`src/core/rxdc_pkg.sv`:
```
// Purpose: Shared constants, types and state codes of the receiver duty, level meter and keying control
// Assumes: The digital clock period equals one CLK period (100 MHz)
// Notes:   Timing figures are kept in their own unit and converted to cycles here
package rxdc_pkg;

  localparam int unsigned CLK_PERIOD_NS    = 10;
  localparam int unsigned DIGCLK_PERIOD_NS = 10;
  localparam int unsigned DIGCLK_CYCLES    = DIGCLK_PERIOD_NS / CLK_PERIOD_NS;

  // On time unit and level meter sequencing, in digital clock periods
  localparam int unsigned ON_UNIT_PERIODS  = 512;
  localparam int unsigned CLEAR_PERIODS    = 7;
  localparam int unsigned CONV_PERIODS     = 16;
  localparam int unsigned UPDATE_PERIODS   = 32;

  localparam logic [3:0]  CLEAR_LAST       = 4'(CLEAR_PERIODS * DIGCLK_CYCLES - 1);
  localparam logic [4:0]  CONV_LAST        = 5'(CONV_PERIODS * DIGCLK_CYCLES - 1);
  localparam logic [4:0]  UPDATE_LAST      = 5'(UPDATE_PERIODS * DIGCLK_CYCLES - 1);
  localparam logic [12:0] ON_UNIT_CYCLES   = 13'(ON_UNIT_PERIODS * DIGCLK_CYCLES);

  // Receiver settling (oscillator wakeup, lock, analog), least time, rounded up
  localparam int unsigned SETTLE_TIME_NS   = 1000;
  localparam logic [11:0] SETTLE_CYCLES    = 12'((SETTLE_TIME_NS + CLK_PERIOD_NS - 1) / CLK_PERIOD_NS);

  // Default strobe period in CLK cycles; the real figure depends on the external capacitor
  localparam int unsigned WAKE_OSC_DEFAULT = 1000;

  localparam logic [7:0]  STATUS_RESET     = 8'h00;

  typedef struct packed {
    logic       tx_mode;
    logic       strobe_osc_enable;
    logic [3:0] on_time_field;
    logic [2:0] off_time_field;
    logic       level_meter_enable;
    logic       level_sample_mode;
    logic       keying_select;
    logic       low_voltage_detect_enable;
  } rxdc_cfg_t;

  // Gray codes along config -> off -> on -> hold
  typedef enum logic [2:0] {
    ST_CONFIG  = 3'h0,
    ST_RX_OFF  = 3'h1,
    ST_RX_ON   = 3'h3,
    ST_RX_HOLD = 3'h2,
    ST_TX      = 3'h6,
    ST_STANDBY = 3'h7
  } rxdc_state_t;

  typedef enum logic [2:0] {
    RS_DOWN  = 3'h0,
    RS_CLEAR = 3'h1,
    RS_READY = 3'h3,
    RS_TRACK = 3'h2,
    RS_HOLD  = 3'h6
  } rxdc_lvl_t;

endpackage

```
`src/core/rxdc_ctrl.sv`:
```
// Purpose: Mode control: receiver duty cycling, level meter sequencing, raw transmit keying, standby
// Assumes: CLK is the crystal-derived digital clock; pin inputs are asynchronous
// Notes:   The strobe oscillator is modelled as a CLK-based period counter that the low pin halts
`timescale 1ns/1ps

module rxdc_ctrl
  import rxdc_pkg::*;
#(
  parameter int unsigned WAKE_OSC_CYCLES = WAKE_OSC_DEFAULT
) (
  input  wire logic       CLK,
  input  wire logic       RST_N,
  input  wire logic       CE,
  input  wire rxdc_cfg_t  CFG,
  input  wire logic       CONFIG_SELECT_N,
  input  wire logic       STROBE_HIGH,
  input  wire logic       STROBE_LOW,
  input  wire logic       LEVEL_CAPTURE_INPUT,
  input  wire logic       SERIAL_DATA_IN,
  input  wire logic       PLL_LOCKED,
  input  wire logic       XTAL_STARTED,
  input  wire logic       ID_MATCH,
  input  wire logic       FRAME_DONE,
  input  wire logic [3:0] LEVEL_ADC_CODE,
  output logic            RX_ON,
  output logic            RX_DATA_VALID,
  output logic            STROBE_DISCHARGE_EN,
  output logic            PA_ENABLE,
  output logic            CARRIER_SELECT,
  output logic            PEAK_CLEAR_SWITCH,
  output logic            TRACK_HOLD_SWITCH,
  output logic            ADC_SELECT_LNA,
  output logic            LEVEL_METER_POWER,
  output logic            LEVEL_ANALOG_OUT_OE,
  output logic [7:0]      SIGNAL_STRENGTH_STATUS,
  output logic            STANDBY,
  output logic            LVD_ENABLE
);

  localparam logic [15:0] WAKE_PER  = 16'(WAKE_OSC_CYCLES);
  localparam logic [15:0] WAKE_HALF = 16'(WAKE_OSC_CYCLES / 2);

  // Off period count N from the 3-bit field
  function automatic logic [3:0] off_periods(input logic [2:0] f);
    off_periods = {1'b0, f} + 4'h1;
  endfunction

  // Two-stage synchronisers for all pin inputs
  logic [1:0] meta_q [6];
  logic [5:0] pins;
  logic       config_s, strobe_hi_s, strobe_lo_s, capture_s, data_s, pll_s;
  assign pins = {CONFIG_SELECT_N, STROBE_HIGH, STROBE_LOW, LEVEL_CAPTURE_INPUT, SERIAL_DATA_IN, PLL_LOCKED};

  genvar gi;
  generate
    for (gi = 0; gi < 6; gi++) begin : g_sync
      always_ff @(posedge CLK or negedge RST_N) begin
        if (!RST_N) begin
          meta_q[gi] <= 2'b00;
        end else if (CE) begin
          meta_q[gi] <= {meta_q[gi][0], pins[gi]};
        end
      end
    end
  endgenerate

  assign {config_s, strobe_hi_s, strobe_lo_s, capture_s, data_s, pll_s} =
    {meta_q[5][1], meta_q[4][1], meta_q[3][1], meta_q[2][1], meta_q[1][1], meta_q[0][1]};

  // Mode and duty cycling
  rxdc_state_t state_q, state_d;
  logic [12:0] on_cnt_q, on_cnt_d;
  logic [15:0] per_cnt_q, per_cnt_d;
  logic [3:0]  off_n_q, off_n_d;
  logic        off_tail_q, off_tail_d;
  logic        id_seen_q, id_seen_d;
  logic [11:0] settle_q, settle_d;
  logic [12:0] on_limit;
  logic [15:0] tail_len;
  logic        rx_on_st, settled;

  assign on_limit = 13'(CFG.on_time_field * ON_UNIT_CYCLES);
  assign tail_len = ({3'h0, on_limit} < WAKE_HALF) ? {3'h0, on_limit} : WAKE_HALF;
  assign rx_on_st = (state_q == ST_RX_ON) || (state_q == ST_RX_HOLD);
  assign settled  = (settle_q == SETTLE_CYCLES);

  always_comb begin
    state_d    = state_q;
    on_cnt_d   = on_cnt_q;
    per_cnt_d  = per_cnt_q;
    off_n_d    = off_n_q;
    off_tail_d = off_tail_q;
    id_seen_d  = id_seen_q;
    settle_d   = settle_q;
    if (rx_on_st && XTAL_STARTED && !settled) begin
      settle_d = settle_q + 12'h001;
    end
    if (state_q == ST_RX_ON && settled && ID_MATCH) begin
      id_seen_d = 1'b1;
    end
    unique case (state_q)
      ST_CONFIG: begin
        if (config_s) begin
          if (!strobe_hi_s) begin
            state_d = ST_STANDBY;
          end else if (CFG.tx_mode) begin
            state_d = ST_TX;
          end else begin
            state_d = ST_RX_ON;
          end
        end
      end
      ST_STANDBY: begin
        // Only way out is back to configuration
        if (!config_s && strobe_hi_s) begin
          state_d = ST_CONFIG;
        end
      end
      ST_TX: begin
        if (!config_s) begin
          state_d = ST_CONFIG;
        end
      end
      ST_RX_OFF: begin
        if (!config_s) begin
          state_d = ST_CONFIG;
        end else if (strobe_hi_s) begin
          state_d = ST_RX_ON;
        end else if (CFG.strobe_osc_enable && !strobe_lo_s) begin
          // Strobe clock runs only while the pin is not held low
          if (per_cnt_q + 16'h0001 >= (off_tail_q ? tail_len : WAKE_PER)) begin
            per_cnt_d = 16'h0000;
            if (off_tail_q) begin
              state_d = ST_RX_ON;
            end else if (off_n_q + 4'h1 >= off_periods(CFG.off_time_field)) begin
              off_tail_d = 1'b1;
            end else begin
              off_n_d = off_n_q + 4'h1;
            end
          end else begin
            per_cnt_d = per_cnt_q + 16'h0001;
          end
        end
      end
      ST_RX_ON: begin
        if (!config_s) begin
          state_d = ST_CONFIG;
        end else if (strobe_lo_s && !strobe_hi_s) begin
          state_d = ST_RX_OFF;
        end else if (!CFG.strobe_osc_enable) begin
          if (!strobe_hi_s) begin
            state_d = ST_RX_OFF;
          end
        end else if (!strobe_hi_s && XTAL_STARTED) begin
          if (on_cnt_q + 13'h0001 >= on_limit) begin
            state_d = id_seen_d ? ST_RX_HOLD : ST_RX_OFF;
          end else begin
            on_cnt_d = on_cnt_q + 13'h0001;
          end
        end
      end
      ST_RX_HOLD: begin
        if (!config_s) begin
          state_d = ST_CONFIG;
        end else if ((strobe_lo_s && !strobe_hi_s) || FRAME_DONE) begin
          state_d = ST_RX_OFF;
        end
      end
      default: begin
        state_d = ST_CONFIG;
      end
    endcase
    if (state_d != state_q) begin
      on_cnt_d   = 13'h0000;
      per_cnt_d  = 16'h0000;
      off_n_d    = 4'h0;
      off_tail_d = 1'b0;
      if (state_d == ST_RX_ON) begin
        id_seen_d = 1'b0;
      end
      if (!(rx_on_st && state_d == ST_RX_HOLD)) begin
        settle_d = 12'h000;
      end
    end
  end

  always_ff @(posedge CLK or negedge RST_N) begin
    if (!RST_N) begin
      state_q    <= ST_STANDBY;
      on_cnt_q   <= 13'h0000;
      per_cnt_q  <= 16'h0000;
      off_n_q    <= 4'h0;
      off_tail_q <= 1'b0;
      id_seen_q  <= 1'b0;
      settle_q   <= 12'h000;
    end else if (CE) begin
      state_q    <= state_d;
      on_cnt_q   <= on_cnt_d;
      per_cnt_q  <= per_cnt_d;
      off_n_q    <= off_n_d;
      off_tail_q <= off_tail_d;
      id_seen_q  <= id_seen_d;
      settle_q   <= settle_d;
    end
  end

  // Level meter sequencer and shared converter
  rxdc_lvl_t  lvl_q, lvl_d;
  logic [3:0] clr_q, clr_d;
  logic [4:0] conv_q, conv_d;
  logic [7:0] status_q, status_d;
  logic       cap_prev_q, cap_prev_d;
  logic       meter_on, converting;

  assign meter_on   = CFG.level_meter_enable && rx_on_st;
  assign converting = (lvl_q != RS_DOWN) && (lvl_q != RS_HOLD);

  always_comb begin
    lvl_d      = lvl_q;
    clr_d      = clr_q;
    conv_d     = conv_q;
    status_d   = status_q;
    cap_prev_d = capture_s;
    if (converting) begin
      conv_d = (conv_q == UPDATE_LAST) ? 5'h00 : conv_q + 5'h01;
      if (conv_q == CONV_LAST) begin
        status_d[3:0] = LEVEL_ADC_CODE;
      end else if (conv_q == UPDATE_LAST) begin
        status_d[7:4] = LEVEL_ADC_CODE;
      end
    end
    unique case (lvl_q)
      RS_DOWN: begin
        if (meter_on) begin
          lvl_d = RS_CLEAR;
          clr_d = 4'h0;
          conv_d = 5'h00;
        end
      end
      RS_CLEAR: begin
        clr_d = clr_q + 4'h1;
        if (clr_q == CLEAR_LAST) begin
          lvl_d = RS_READY;
        end
      end
      RS_READY: begin
        if (capture_s) begin
          lvl_d = RS_TRACK;
        end
      end
      RS_TRACK: begin
        if (!capture_s) begin
          lvl_d = CFG.level_sample_mode ? RS_HOLD : RS_READY;
        end
      end
      RS_HOLD: begin
        // A new capture pulse starts a fresh peak measurement
        if (capture_s && !cap_prev_q) begin
          lvl_d = RS_CLEAR;
          clr_d = 4'h0;
        end
      end
      default: begin
        lvl_d = RS_DOWN;
      end
    endcase
    if (!meter_on) begin
      lvl_d = RS_DOWN;
    end
  end

  always_ff @(posedge CLK or negedge RST_N) begin
    if (!RST_N) begin
      lvl_q      <= RS_DOWN;
      clr_q      <= 4'h0;
      conv_q     <= 5'h00;
      status_q   <= STATUS_RESET;
      cap_prev_q <= 1'b0;
    end else if (CE) begin
      lvl_q      <= lvl_d;
      clr_q      <= clr_d;
      conv_q     <= conv_d;
      status_q   <= status_d;
      cap_prev_q <= cap_prev_d;
    end
  end

  // Registered outputs
  always_ff @(posedge CLK or negedge RST_N) begin
    if (!RST_N) begin
      RX_ON                  <= 1'b0;
      RX_DATA_VALID          <= 1'b0;
      STROBE_DISCHARGE_EN    <= 1'b0;
      PA_ENABLE              <= 1'b0;
      CARRIER_SELECT         <= 1'b0;
      PEAK_CLEAR_SWITCH      <= 1'b0;
      TRACK_HOLD_SWITCH      <= 1'b0;
      ADC_SELECT_LNA         <= 1'b0;
      LEVEL_METER_POWER      <= 1'b0;
      LEVEL_ANALOG_OUT_OE    <= 1'b0;
      SIGNAL_STRENGTH_STATUS <= STATUS_RESET;
      STANDBY                <= 1'b0;
      LVD_ENABLE             <= 1'b0;
    end else if (CE) begin
      RX_ON                  <= (state_d == ST_RX_ON) || (state_d == ST_RX_HOLD);
      RX_DATA_VALID          <= rx_on_st && settled && (state_d == state_q);
      STROBE_DISCHARGE_EN    <= CFG.strobe_osc_enable && !CFG.tx_mode && !strobe_hi_s;
      // Lock loss cuts the stage one cycle after the synchronised lock drops; data is passed raw with no framing
      PA_ENABLE              <= (state_d == ST_TX) && pll_s && (CFG.keying_select || data_s);
      CARRIER_SELECT         <= (state_d == ST_TX) && CFG.keying_select && data_s;
      PEAK_CLEAR_SWITCH      <= (lvl_d == RS_CLEAR);
      TRACK_HOLD_SWITCH      <= (lvl_d == RS_TRACK);
      ADC_SELECT_LNA         <= conv_d[4];
      LEVEL_METER_POWER      <= (lvl_d != RS_DOWN);
      LEVEL_ANALOG_OUT_OE    <= (lvl_d != RS_DOWN);
      SIGNAL_STRENGTH_STATUS <= status_d;
      STANDBY                <= (state_d == ST_STANDBY) && !CFG.low_voltage_detect_enable;
      LVD_ENABLE             <= (state_d == ST_STANDBY) && CFG.low_voltage_detect_enable;
    end
  end

  chk_lock_cut: assert property (@(posedge CLK) disable iff (!RST_N)
    CE && !pll_s |=> !PA_ENABLE) else $error("output stage on without lock");
  chk_ook_key: assert property (@(posedge CLK) disable iff (!RST_N)
    CE && state_q == ST_TX && config_s && pll_s && !CFG.keying_select |=> PA_ENABLE == $past(data_s))
    else $error("on-off keying does not follow data");
  chk_fsk_carrier: assert property (@(posedge CLK) disable iff (!RST_N)
    CE && state_q == ST_TX && config_s && CFG.keying_select |=> CARRIER_SELECT == $past(data_s) && PA_ENABLE == $past(pll_s))
    else $error("carrier select does not follow data");
  chk_settle_gate: assert property (@(posedge CLK) disable iff (!RST_N)
    RX_DATA_VALID |-> $past(settled) && RX_ON) else $error("data valid during settling");
  chk_force_on: assert property (@(posedge CLK) disable iff (!RST_N)
    CE && strobe_hi_s && config_s && (state_q == ST_RX_OFF || state_q == ST_RX_ON) |=> RX_ON && !STROBE_DISCHARGE_EN)
    else $error("strobe high did not force receiver on");
  chk_halt_off: assert property (@(posedge CLK) disable iff (!RST_N)
    CE && state_q == ST_RX_OFF && strobe_lo_s && !strobe_hi_s && config_s |=> state_q == ST_RX_OFF && $stable(per_cnt_q))
    else $error("strobe clock ran while pin held low");
  chk_on_length: assert property (@(posedge CLK) disable iff (!RST_N)
    CE && state_q == ST_RX_ON && config_s && CFG.strobe_osc_enable && !strobe_hi_s && !strobe_lo_s && XTAL_STARTED
    && on_cnt_q + 13'h0001 < on_limit |=> state_q == ST_RX_ON && on_cnt_q == $past(on_cnt_q) + 13'h0001)
    else $error("on interval ended early");
  chk_clear_len: assert property (@(posedge CLK) disable iff (!RST_N)
    CE && meter_on && lvl_q == RS_CLEAR && clr_q == CLEAR_LAST |=> lvl_q == RS_READY)
    else $error("peak clear length wrong");
  chk_status_low: assert property (@(posedge CLK) disable iff (!RST_N)
    CE && converting && conv_q == CONV_LAST |=> status_q[3:0] == $past(LEVEL_ADC_CODE))
    else $error("low nibble not updated");
  chk_standby_stay: assert property (@(posedge CLK) disable iff (!RST_N)
    CE && state_q == ST_STANDBY && config_s |=> state_q == ST_STANDBY) else $error("standby left without config");

endmodule

```
`config.mk`:
```
export PLATFORM = sky130hd
export DESIGN_NAME = rxdc_ctrl
export DESIGN_NICKNAME = d
export VERILOG_FILES = /design/src/core/rxdc_pkg.sv /design/src/core/rxdc_ctrl.sv
export SDC_FILE = /design/constraint.sdc
export NUM_CORES = 1
export LEC_CHECK = 0
export ABC_AREA = 0
export BUFFER_PORTS_ARGS = -buffer_cell sky130_fd_sc_hd__buf_2
export CAP_MARGIN = 20
export CORE_ASPECT_RATIO = 1.75
export CORE_MARGIN = 2
export CORE_UTILIZATION = 50
export CTS_CLUSTER_SIZE = 30
export DETAILED_ROUTE_END_ITERATION = 8
export GPL_ROUTABILITY_DRIVEN = 0
export MAX_ROUTING_LAYER = met4
export PLACE_DENSITY = 0.69
export SKIP_CTS_REPAIR_TIMING = 1
export SYNTH_ARGS = -nofsm -noshare
export SYNTH_HDL_FRONTEND = slang
export SYNTH_SLANG_ARGS = --single-unit
```
`constraint.sdc`:
```
create_clock -name CLK -period 5.2 [get_ports CLK]
set_input_delay 1.04 -clock CLK [delete_from_list [all_inputs] [get_ports CLK]]
set_output_delay 1.04 -clock CLK [all_outputs]
set_load 0.005 [all_outputs]
```
### Yosys cells after proc, flatten, opt, wreduce, memory -nomap -nowiden

Index checks and enable logic that the tools add are counted.
W data, S select, Z words.

| storage, ports and cells | value |
|---|---|
| register bits | 94 |
| input port bits | 29 |
| output and inout bits | 20 |
| word-level logic and storage cells | 198 |

| cells by class | value |
|---|---|
| add/sub/neg operators | 7 |
| order comparisons | 4 |
| equal/unequal tests | 29 |
| muxes and demuxes | 75 |
| bitwise operators | 1 |
| reductions and logical operators | 52 |

Operators by type and width:

| operator | count |
|---|---|
| $mux W13 | 9 |
| $mux W16 | 6 |
| $mux W3 | 24 |
| $mux W4 | 13 |
| $mux W12 | 3 |
| $logic_and A1 B1 Y1 | 22 |
| $eq A3 B2 Y1 const B | 7 |
| $mux W5 | 4 |
| $pmux W3 S6 | 1 |
| $add A16 B1 Y16 const B | 1 |
| $ge A16 B13 Y1 | 1 |
| $eq A3 B3 Y1 const B | 5 |
| $pmux W3 S5 | 1 |
| $reduce_bool A2 Y1 | 7 |
| $add A13 B1 Y13 const B | 1 |
| $ge A13 B13 Y1 | 1 |
| $lt A13 B9 Y1 const B | 1 |
| $add A12 B1 Y12 const B | 1 |
| $eq A12 B7 Y1 const B | 1 |
| $pmux W4 S3 | 1 |
| $mux W1 | 11 |
| $ne A2 B1 Y1 const B | 5 |
| $eq A3 B1 Y1 const B | 3 |
| $reduce_bool A3 Y1 | 3 |
| other kinds (23) | 36 |

### Logic depth before layout (Yosys ltp)

| logic depth | value |
|---|---|
| depth in word-level cells | 15 |
| depth in mapped cells | 15 |
| gate-level depth less buffers | 13 |

### Least setup slack after synthesis

Ideal clock, no wire load.

| path | value |
|---|---|
| kind | in2reg |
| from | input CFG[8] (netlist name) |
| to | register per_cnt_q[3] |
| setup time | 0.082 ns |
| arrival time | 3.187 ns |
| required time | 5.118 ns |
| path slack | 1.931 ns |
| cell stages on the path | 10 |
| buffers on the path | 1 |
| path through | nor4_1 -> and2_1 -> ha_1 -> a211oi_1 -> nor2_1 -> o31a_1 -> nor3_2 -> buf_4 -> nand2_1 -> a31oi_1 |

| on the way | value |
|---|---|
| longest elaborated chain between the ends | 12 |
| elaborated cells between the ends (all ways) | 27 |
| those cells by class | order compare: 3; eq/ne: 2; mux: 18; reduce/logical: 4 |

RTL lines:

| item | RTL line | source |
|---|---|---|
| start, declared | rxdc_ctrl.sv:14 | `input wire rxdc_cfg_t CFG,` |
| $lt A13 B9 Y1 | rxdc_ctrl.sv:83 | `assign tail_len = ({3'h0, on_limit} < WAKE_HALF) ? {3'h0, on_limit} : WAKE_HALF;` |
| $mux W13 | rxdc_ctrl.sv:83 |  |
| $mux W13 | rxdc_ctrl.sv:131 | `if (per_cnt_q + 16'h0001 >= (off_tail_q ? tail_len : WAKE_PER)) begin` |
| $ge A16 B13 Y1 | rxdc_ctrl.sv:131 |  |
| $mux W3 | rxdc_ctrl.sv:131 |  |
| $mux W3 | rxdc_ctrl.sv:129 | `end else if (CFG.strobe_osc_enable && !strobe_lo_s) begin` |
| $mux W3 | rxdc_ctrl.sv:127 | `end else if (strobe_hi_s) begin` |
| $mux W3 | rxdc_ctrl.sv:125 | `if (!config_s) begin` |
| $pmux W3 S6 | rxdc_ctrl.sv:101 | `unique case (state_q)` |
| $ne A3 B3 Y1 | rxdc_ctrl.sv:173 | `if (state_d != state_q) begin` |
| $ne A2 B1 Y1 (no source line) or $reduce_bool A2 Y1 (tied branches) | - |  |
| $reduce_and A5 Y1 (no source line) | - |  |
| end signal, assigned | rxdc_ctrl.sv:199 | `per_cnt_q <= per_cnt_d;` |
| end, declared | rxdc_ctrl.sv:73 | `logic [15:0] per_cnt_q, per_cnt_d;` |

Several ways; a longest one is shown, not always the timed one. The select of a mux whose other input is x is not followed.
A chain may end at the register's enable or synchronous reset.

### Final worst setup path

| path | value |
|---|---|
| from | register per_cnt_q[0] |
| to | register per_cnt_q[6] |

| on the way | value |
|---|---|
| longest elaborated chain between the ends | 10 |
| elaborated cells between the ends (all ways) | 19 |
| those cells by class | add/sub: 1; order compare: 1; eq/ne: 2; mux: 11; reduce/logical: 4 |

RTL lines:

| item | RTL line |
|---|---|
| $add A16 B1 Y16 * | rxdc_ctrl.sv:131, rxdc_ctrl.sv:141 |
| $ge A16 B13 Y1 | rxdc_ctrl.sv:131 |
| $mux W3 | rxdc_ctrl.sv:131 |
| $mux W3 | rxdc_ctrl.sv:129 |
| $mux W3 | rxdc_ctrl.sv:127 |
| $mux W3 | rxdc_ctrl.sv:125 |
| $pmux W3 S6 | rxdc_ctrl.sv:101 |
| $ne A3 B3 Y1 | rxdc_ctrl.sv:173 |
| $ne A2 B1 Y1 (no source line) or $reduce_bool A2 Y1 (tied branches) | - |
| $reduce_and A5 Y1 (no source line) | - |

Mark *: on every way between the ends. The rest lies on a longest branch, timed or not. The select of a mux whose other input is x is not followed.

==> impl_metrics.py <==
metrics = {
    "grt": {
        "grt_remaining_overflow": 0,
        "grt_pass1_wl_microns": 21500,
        "initial_antenna_violation_count": 0,
        "grt_max_degree": 58,
        "grt_usage": 0.2188,
        "first_global_vias": 4623,
    },
    "run": {
        "max_cap_violation_count": 0,
    },
    "clock_tree": {
        "clkTransAtPathRegs_ns": 0.07,
        "clock_sink_count": 93,
        "cts_tree": "done",
        "h_tree_lvl_count": 3,
        "numCtsBuffers": 9,
        "clk_latency_ns": 0.35,
        "clockBufferDepth": 2,
        "clk_root_buffer_cell": "sky130_fd_sc_hd__clkbuf_16",
    },
    "sta": {
        "timing.setup.tns_ns": 0,
        "rsz0062_at_grt": "false",
        "worst_slew_pin_slew_ns": 0.9621,
        "max_slew_margin": 0.3551,
        "finalMaxSlewViolations": 0,
        "period_needed_ns": 4.079,
        "fin_worst_skew_ns": 0.006487,
        "timing.final.crit_share": 0.7844,
        "fin_ws_ns": 1.121,
        "clock.fmax_mhz": 245.2,
        "final_hold_viol_count": 0,
        "final_setup_violation_count": 0,
    },
    "yosys": {
        "synthDistinctLibCells": 76,
        "synthesis.area_sq_mm": 0.005680,
        "synth_largest_area_cell": "sky130_fd_sc_hd__dfrtp_1",
        "synth_edf_count": 0,
        "synth.yosys.seq_area_share": 0.4104,
        "synth_async_sr_flop_share": 1.000,
        "yosysWarnings": 0,
        "yosys-top-cells-area": "sky130_fd_sc_hd__dfrtp_1 40%, sky130_fd_sc_hd__ha_1 6.6%, sky130_fd_sc_hd__mux2_2 4.0%",
        "yosys_register_bits": 93,
        "synth_largest_type_area_fraction": 0.3965,
        "postSynthAreaPerCell_sq_um": 9.452,
        "synth_cells": 601,
        "synthFlopType": "sky130_fd_sc_hd__dfrtp_1",
    },
    "routing": {
        "vias_per_cell": 5.826,
        "routed_wl_microns": 12420,
        "drc_errors": 0,
        "drt_iter0_drc": 204,
        "wl_per_cell_microns": 16.11,
        "route.vias.total": 4492,
        "drt.antenna.violating_nets": 0,
        "drtPass1Iterations": 5,
    },
    "floorplanning": {
        "io_pins": 49,
        "core_area_sq_mm": 0.01110,
        "starting_density_of_the_core": 0.5116,
        "placement_rows": 51,
        "fp.dieH_microns": 145,
        "die_width_microns": 84.57,
        "fp.dieArea_sq_mm": 0.01226,
    },
    "placement": {
        "port_buffers": 48,
        "post_dp_hpwl_microns": 8963,
        "placed_cells_incl_taps": 755,
        "placement.setup.worst_slack_ns": 1.142,
    },
    "worst_setup_path": {
        "crit_required_ns": 5.46,
        "critPathMaxFanout": 18,
        "worst-setup-path-type": "reg -> reg",
        "crit_arrival_ns": 4.34,
        "crit_path_launch_type": "flip-flop",
        "endpoint_kind": "flip-flop",
    },
    "power": {
        "combPwrFrac": 0.160,
        "total_switching_power_uw": 535.5,
        "max-vdd-ir-drop_uv": 230.3,
        "share_seq_of_total_power": 0.440,
        "power-per-cell-area_mw_per_mm2": 300.3,
        "leakagePower_uw": 0.002835,
        "p_int_uw": 1358,
        "pwr-share-clk": 0.399,
        "switching_share": 0.2828,
    },
    "finish": {
        "layout_stage_area_growth_over_the_synthesis_result_pct": 10.97,
        "most-common-layout-cells": "90 x sky130_fd_sc_hd__dfrtp_1, 55 x sky130_fd_sc_hd__nand2_1, 47 x sky130_fd_sc_hd__buf_2",
        "multi_input_area_sq_mm": 0.003059,
        "layout_commonest_cell": "sky130_fd_sc_hd__dfrtp_1",
        "insertedDiodeCount": 0,
        "final_net_count": 693,
        "fraction_of_layout_cells_with_a_size_suffix_above_1": 0.1706,
        "instances_no_fill": 771,
        "sequential_cell_area_sq_mm": 0.002331,
        "fillCellCount": 991,
        "layout.core_utilization": 0.5677,
    },
    "outcome": {
        "status": "finished, final reports clean",
    },
    "hold_path": {
        "holdCritPathClass": "reg -> reg",
    },
}
-- Yosys cell counts, drive strengths merged (6+ instances only) --
| cell type | count |
|---|---|
| dfrtp | 90 |
| nand2 | 55 |
| inv | 39 |
| nor2 | 35 |
| a21oi | 32 |
| o21ai | 32 |
| nand3 | 31 |
| ha | 30 |
| xnor2 | 22 |
| mux2 | 20 |
| buf | 17 |
| xor2 | 15 |
| a31oi | 14 |
| nand4 | 14 |
| clkbuf | 13 |
| nor2b | 10 |
| and2 | 9 |
| and3 | 9 |
| nand2b | 8 |
| nor3 | 8 |
| nor4 | 7 |
| o211ai | 7 |
| o31ai | 7 |
| a22o | 6 |
-- metrics by stage --
step / area [sq um] / total power (uW) / hold WS (ns)
after global placement: 5963 / 1134 / 0.4675
after detailed placement: 5963 / 1149 / 0.4735
final: 6304 / 1893 / 0.4806
after global routing: 6304 / 1988 / 0.5079
after CTS: 6304 / 1904 / 0.4866
after floorplan: 5688 / 1058 / 0.4453
-- cell type report --
cell class | instances | area share
clock buffer | 10 | 0.03632
sequential | 93 | 0.3698
multi-input combinational | 440 | 0.4853
clock inverter | 6 | 0.01767
inverter | 40 | 0.02382
tap | 132 | 0.02620
timing repair buffer | 50 | 0.04089
-- flip-flops by register name, indices dropped and copies added (netlist names), 3 cells and up --
signal / count
on_cnt_q: 13
settle_q: 12
meta_q: 9
SIGNAL_STRENGTH_STATUS: 8
clr_q: 4
per_cnt_q: 16
off_n_q: 4
conv_q: 5
lvl_q: 3
state_q: 3
-- worst max-delay path, stage by stage, from the launching register on --
cell	delay, ns
sky130_fd_sc_hd__dfrtp_1	0.42
sky130_fd_sc_hd__ha_1	0.32
sky130_fd_sc_hd__nand2_1	0.12
sky130_fd_sc_hd__nor2_1	0.16
sky130_fd_sc_hd__and4_1	0.31
sky130_fd_sc_hd__xor2_1	0.19
sky130_fd_sc_hd__ha_1	0.28
sky130_fd_sc_hd__a21oi_1	0.14
sky130_fd_sc_hd__a21boi_0	0.12
sky130_fd_sc_hd__o21ai_0	0.21
sky130_fd_sc_hd__o2111ai_2	0.34
sky130_fd_sc_hd__nor3_2	0.87
sky130_fd_sc_hd__o21ai_0	0.23
sky130_fd_sc_hd__a31oi_1	0.26
-- per-layer routing --
metal / global-route usage / part of all wire / vias up
met1: 0.2564 / 0.42 / 2163
met4: 0.08016 / 0.023 / 0
met5: - / 0 / -
met2: 0.3795 / 0.53 / 77
li1: - / - / 2231
met3: 0.02844 / 0.024 / 21
-- cells by family after synthesis --
kind of cell | after synthesis | share of synthesized area
other | 1 | 0.0006602
DFF | 93 | 0.4104
muxes | 23 | 0.04493
xor gates and xnor gates | 37 | 0.05705
buffers and inverters | 70 | 0.05242
AOI/OAI and AO/OA | 145 | 0.1802
and+or+nand+nor | 202 | 0.1883
adders and majority gates | 30 | 0.06608
-- power groups by stage --
| stage | Sequential, uW | Clock [uW] | Combinational (uW) |
|---|---|---|---|
| finish | 834 | 756 | 304 |
| global placement | 844 | 0 | 291 |
| detailed placement | 845 | 0 | 303 |
| global route | 843 | 798 | 347 |
| CTS | 833 | 765 | 307 |
| floorplan | 813 | 0 | 244 |
-- path summary, 6_finish.rpt --
check                             start             to  slack, ns  depth (start not counted)
max                        per_cnt_q[0]   per_cnt_q[6]       1.12                         13
min                            clr_q[3]       clr_q[3]       0.48                          1
max reg2reg                per_cnt_q[0]   per_cnt_q[6]       1.12                         13
min reg2reg                    clr_q[3]       clr_q[3]       0.48                          1
max in group asynchronous         RST_N   per_cnt_q[5]       3.42                          2
min in group asynchronous         RST_N  per_cnt_q[15]       0.64                          1
No activity file was read; power rests on OpenSTA's default activity.
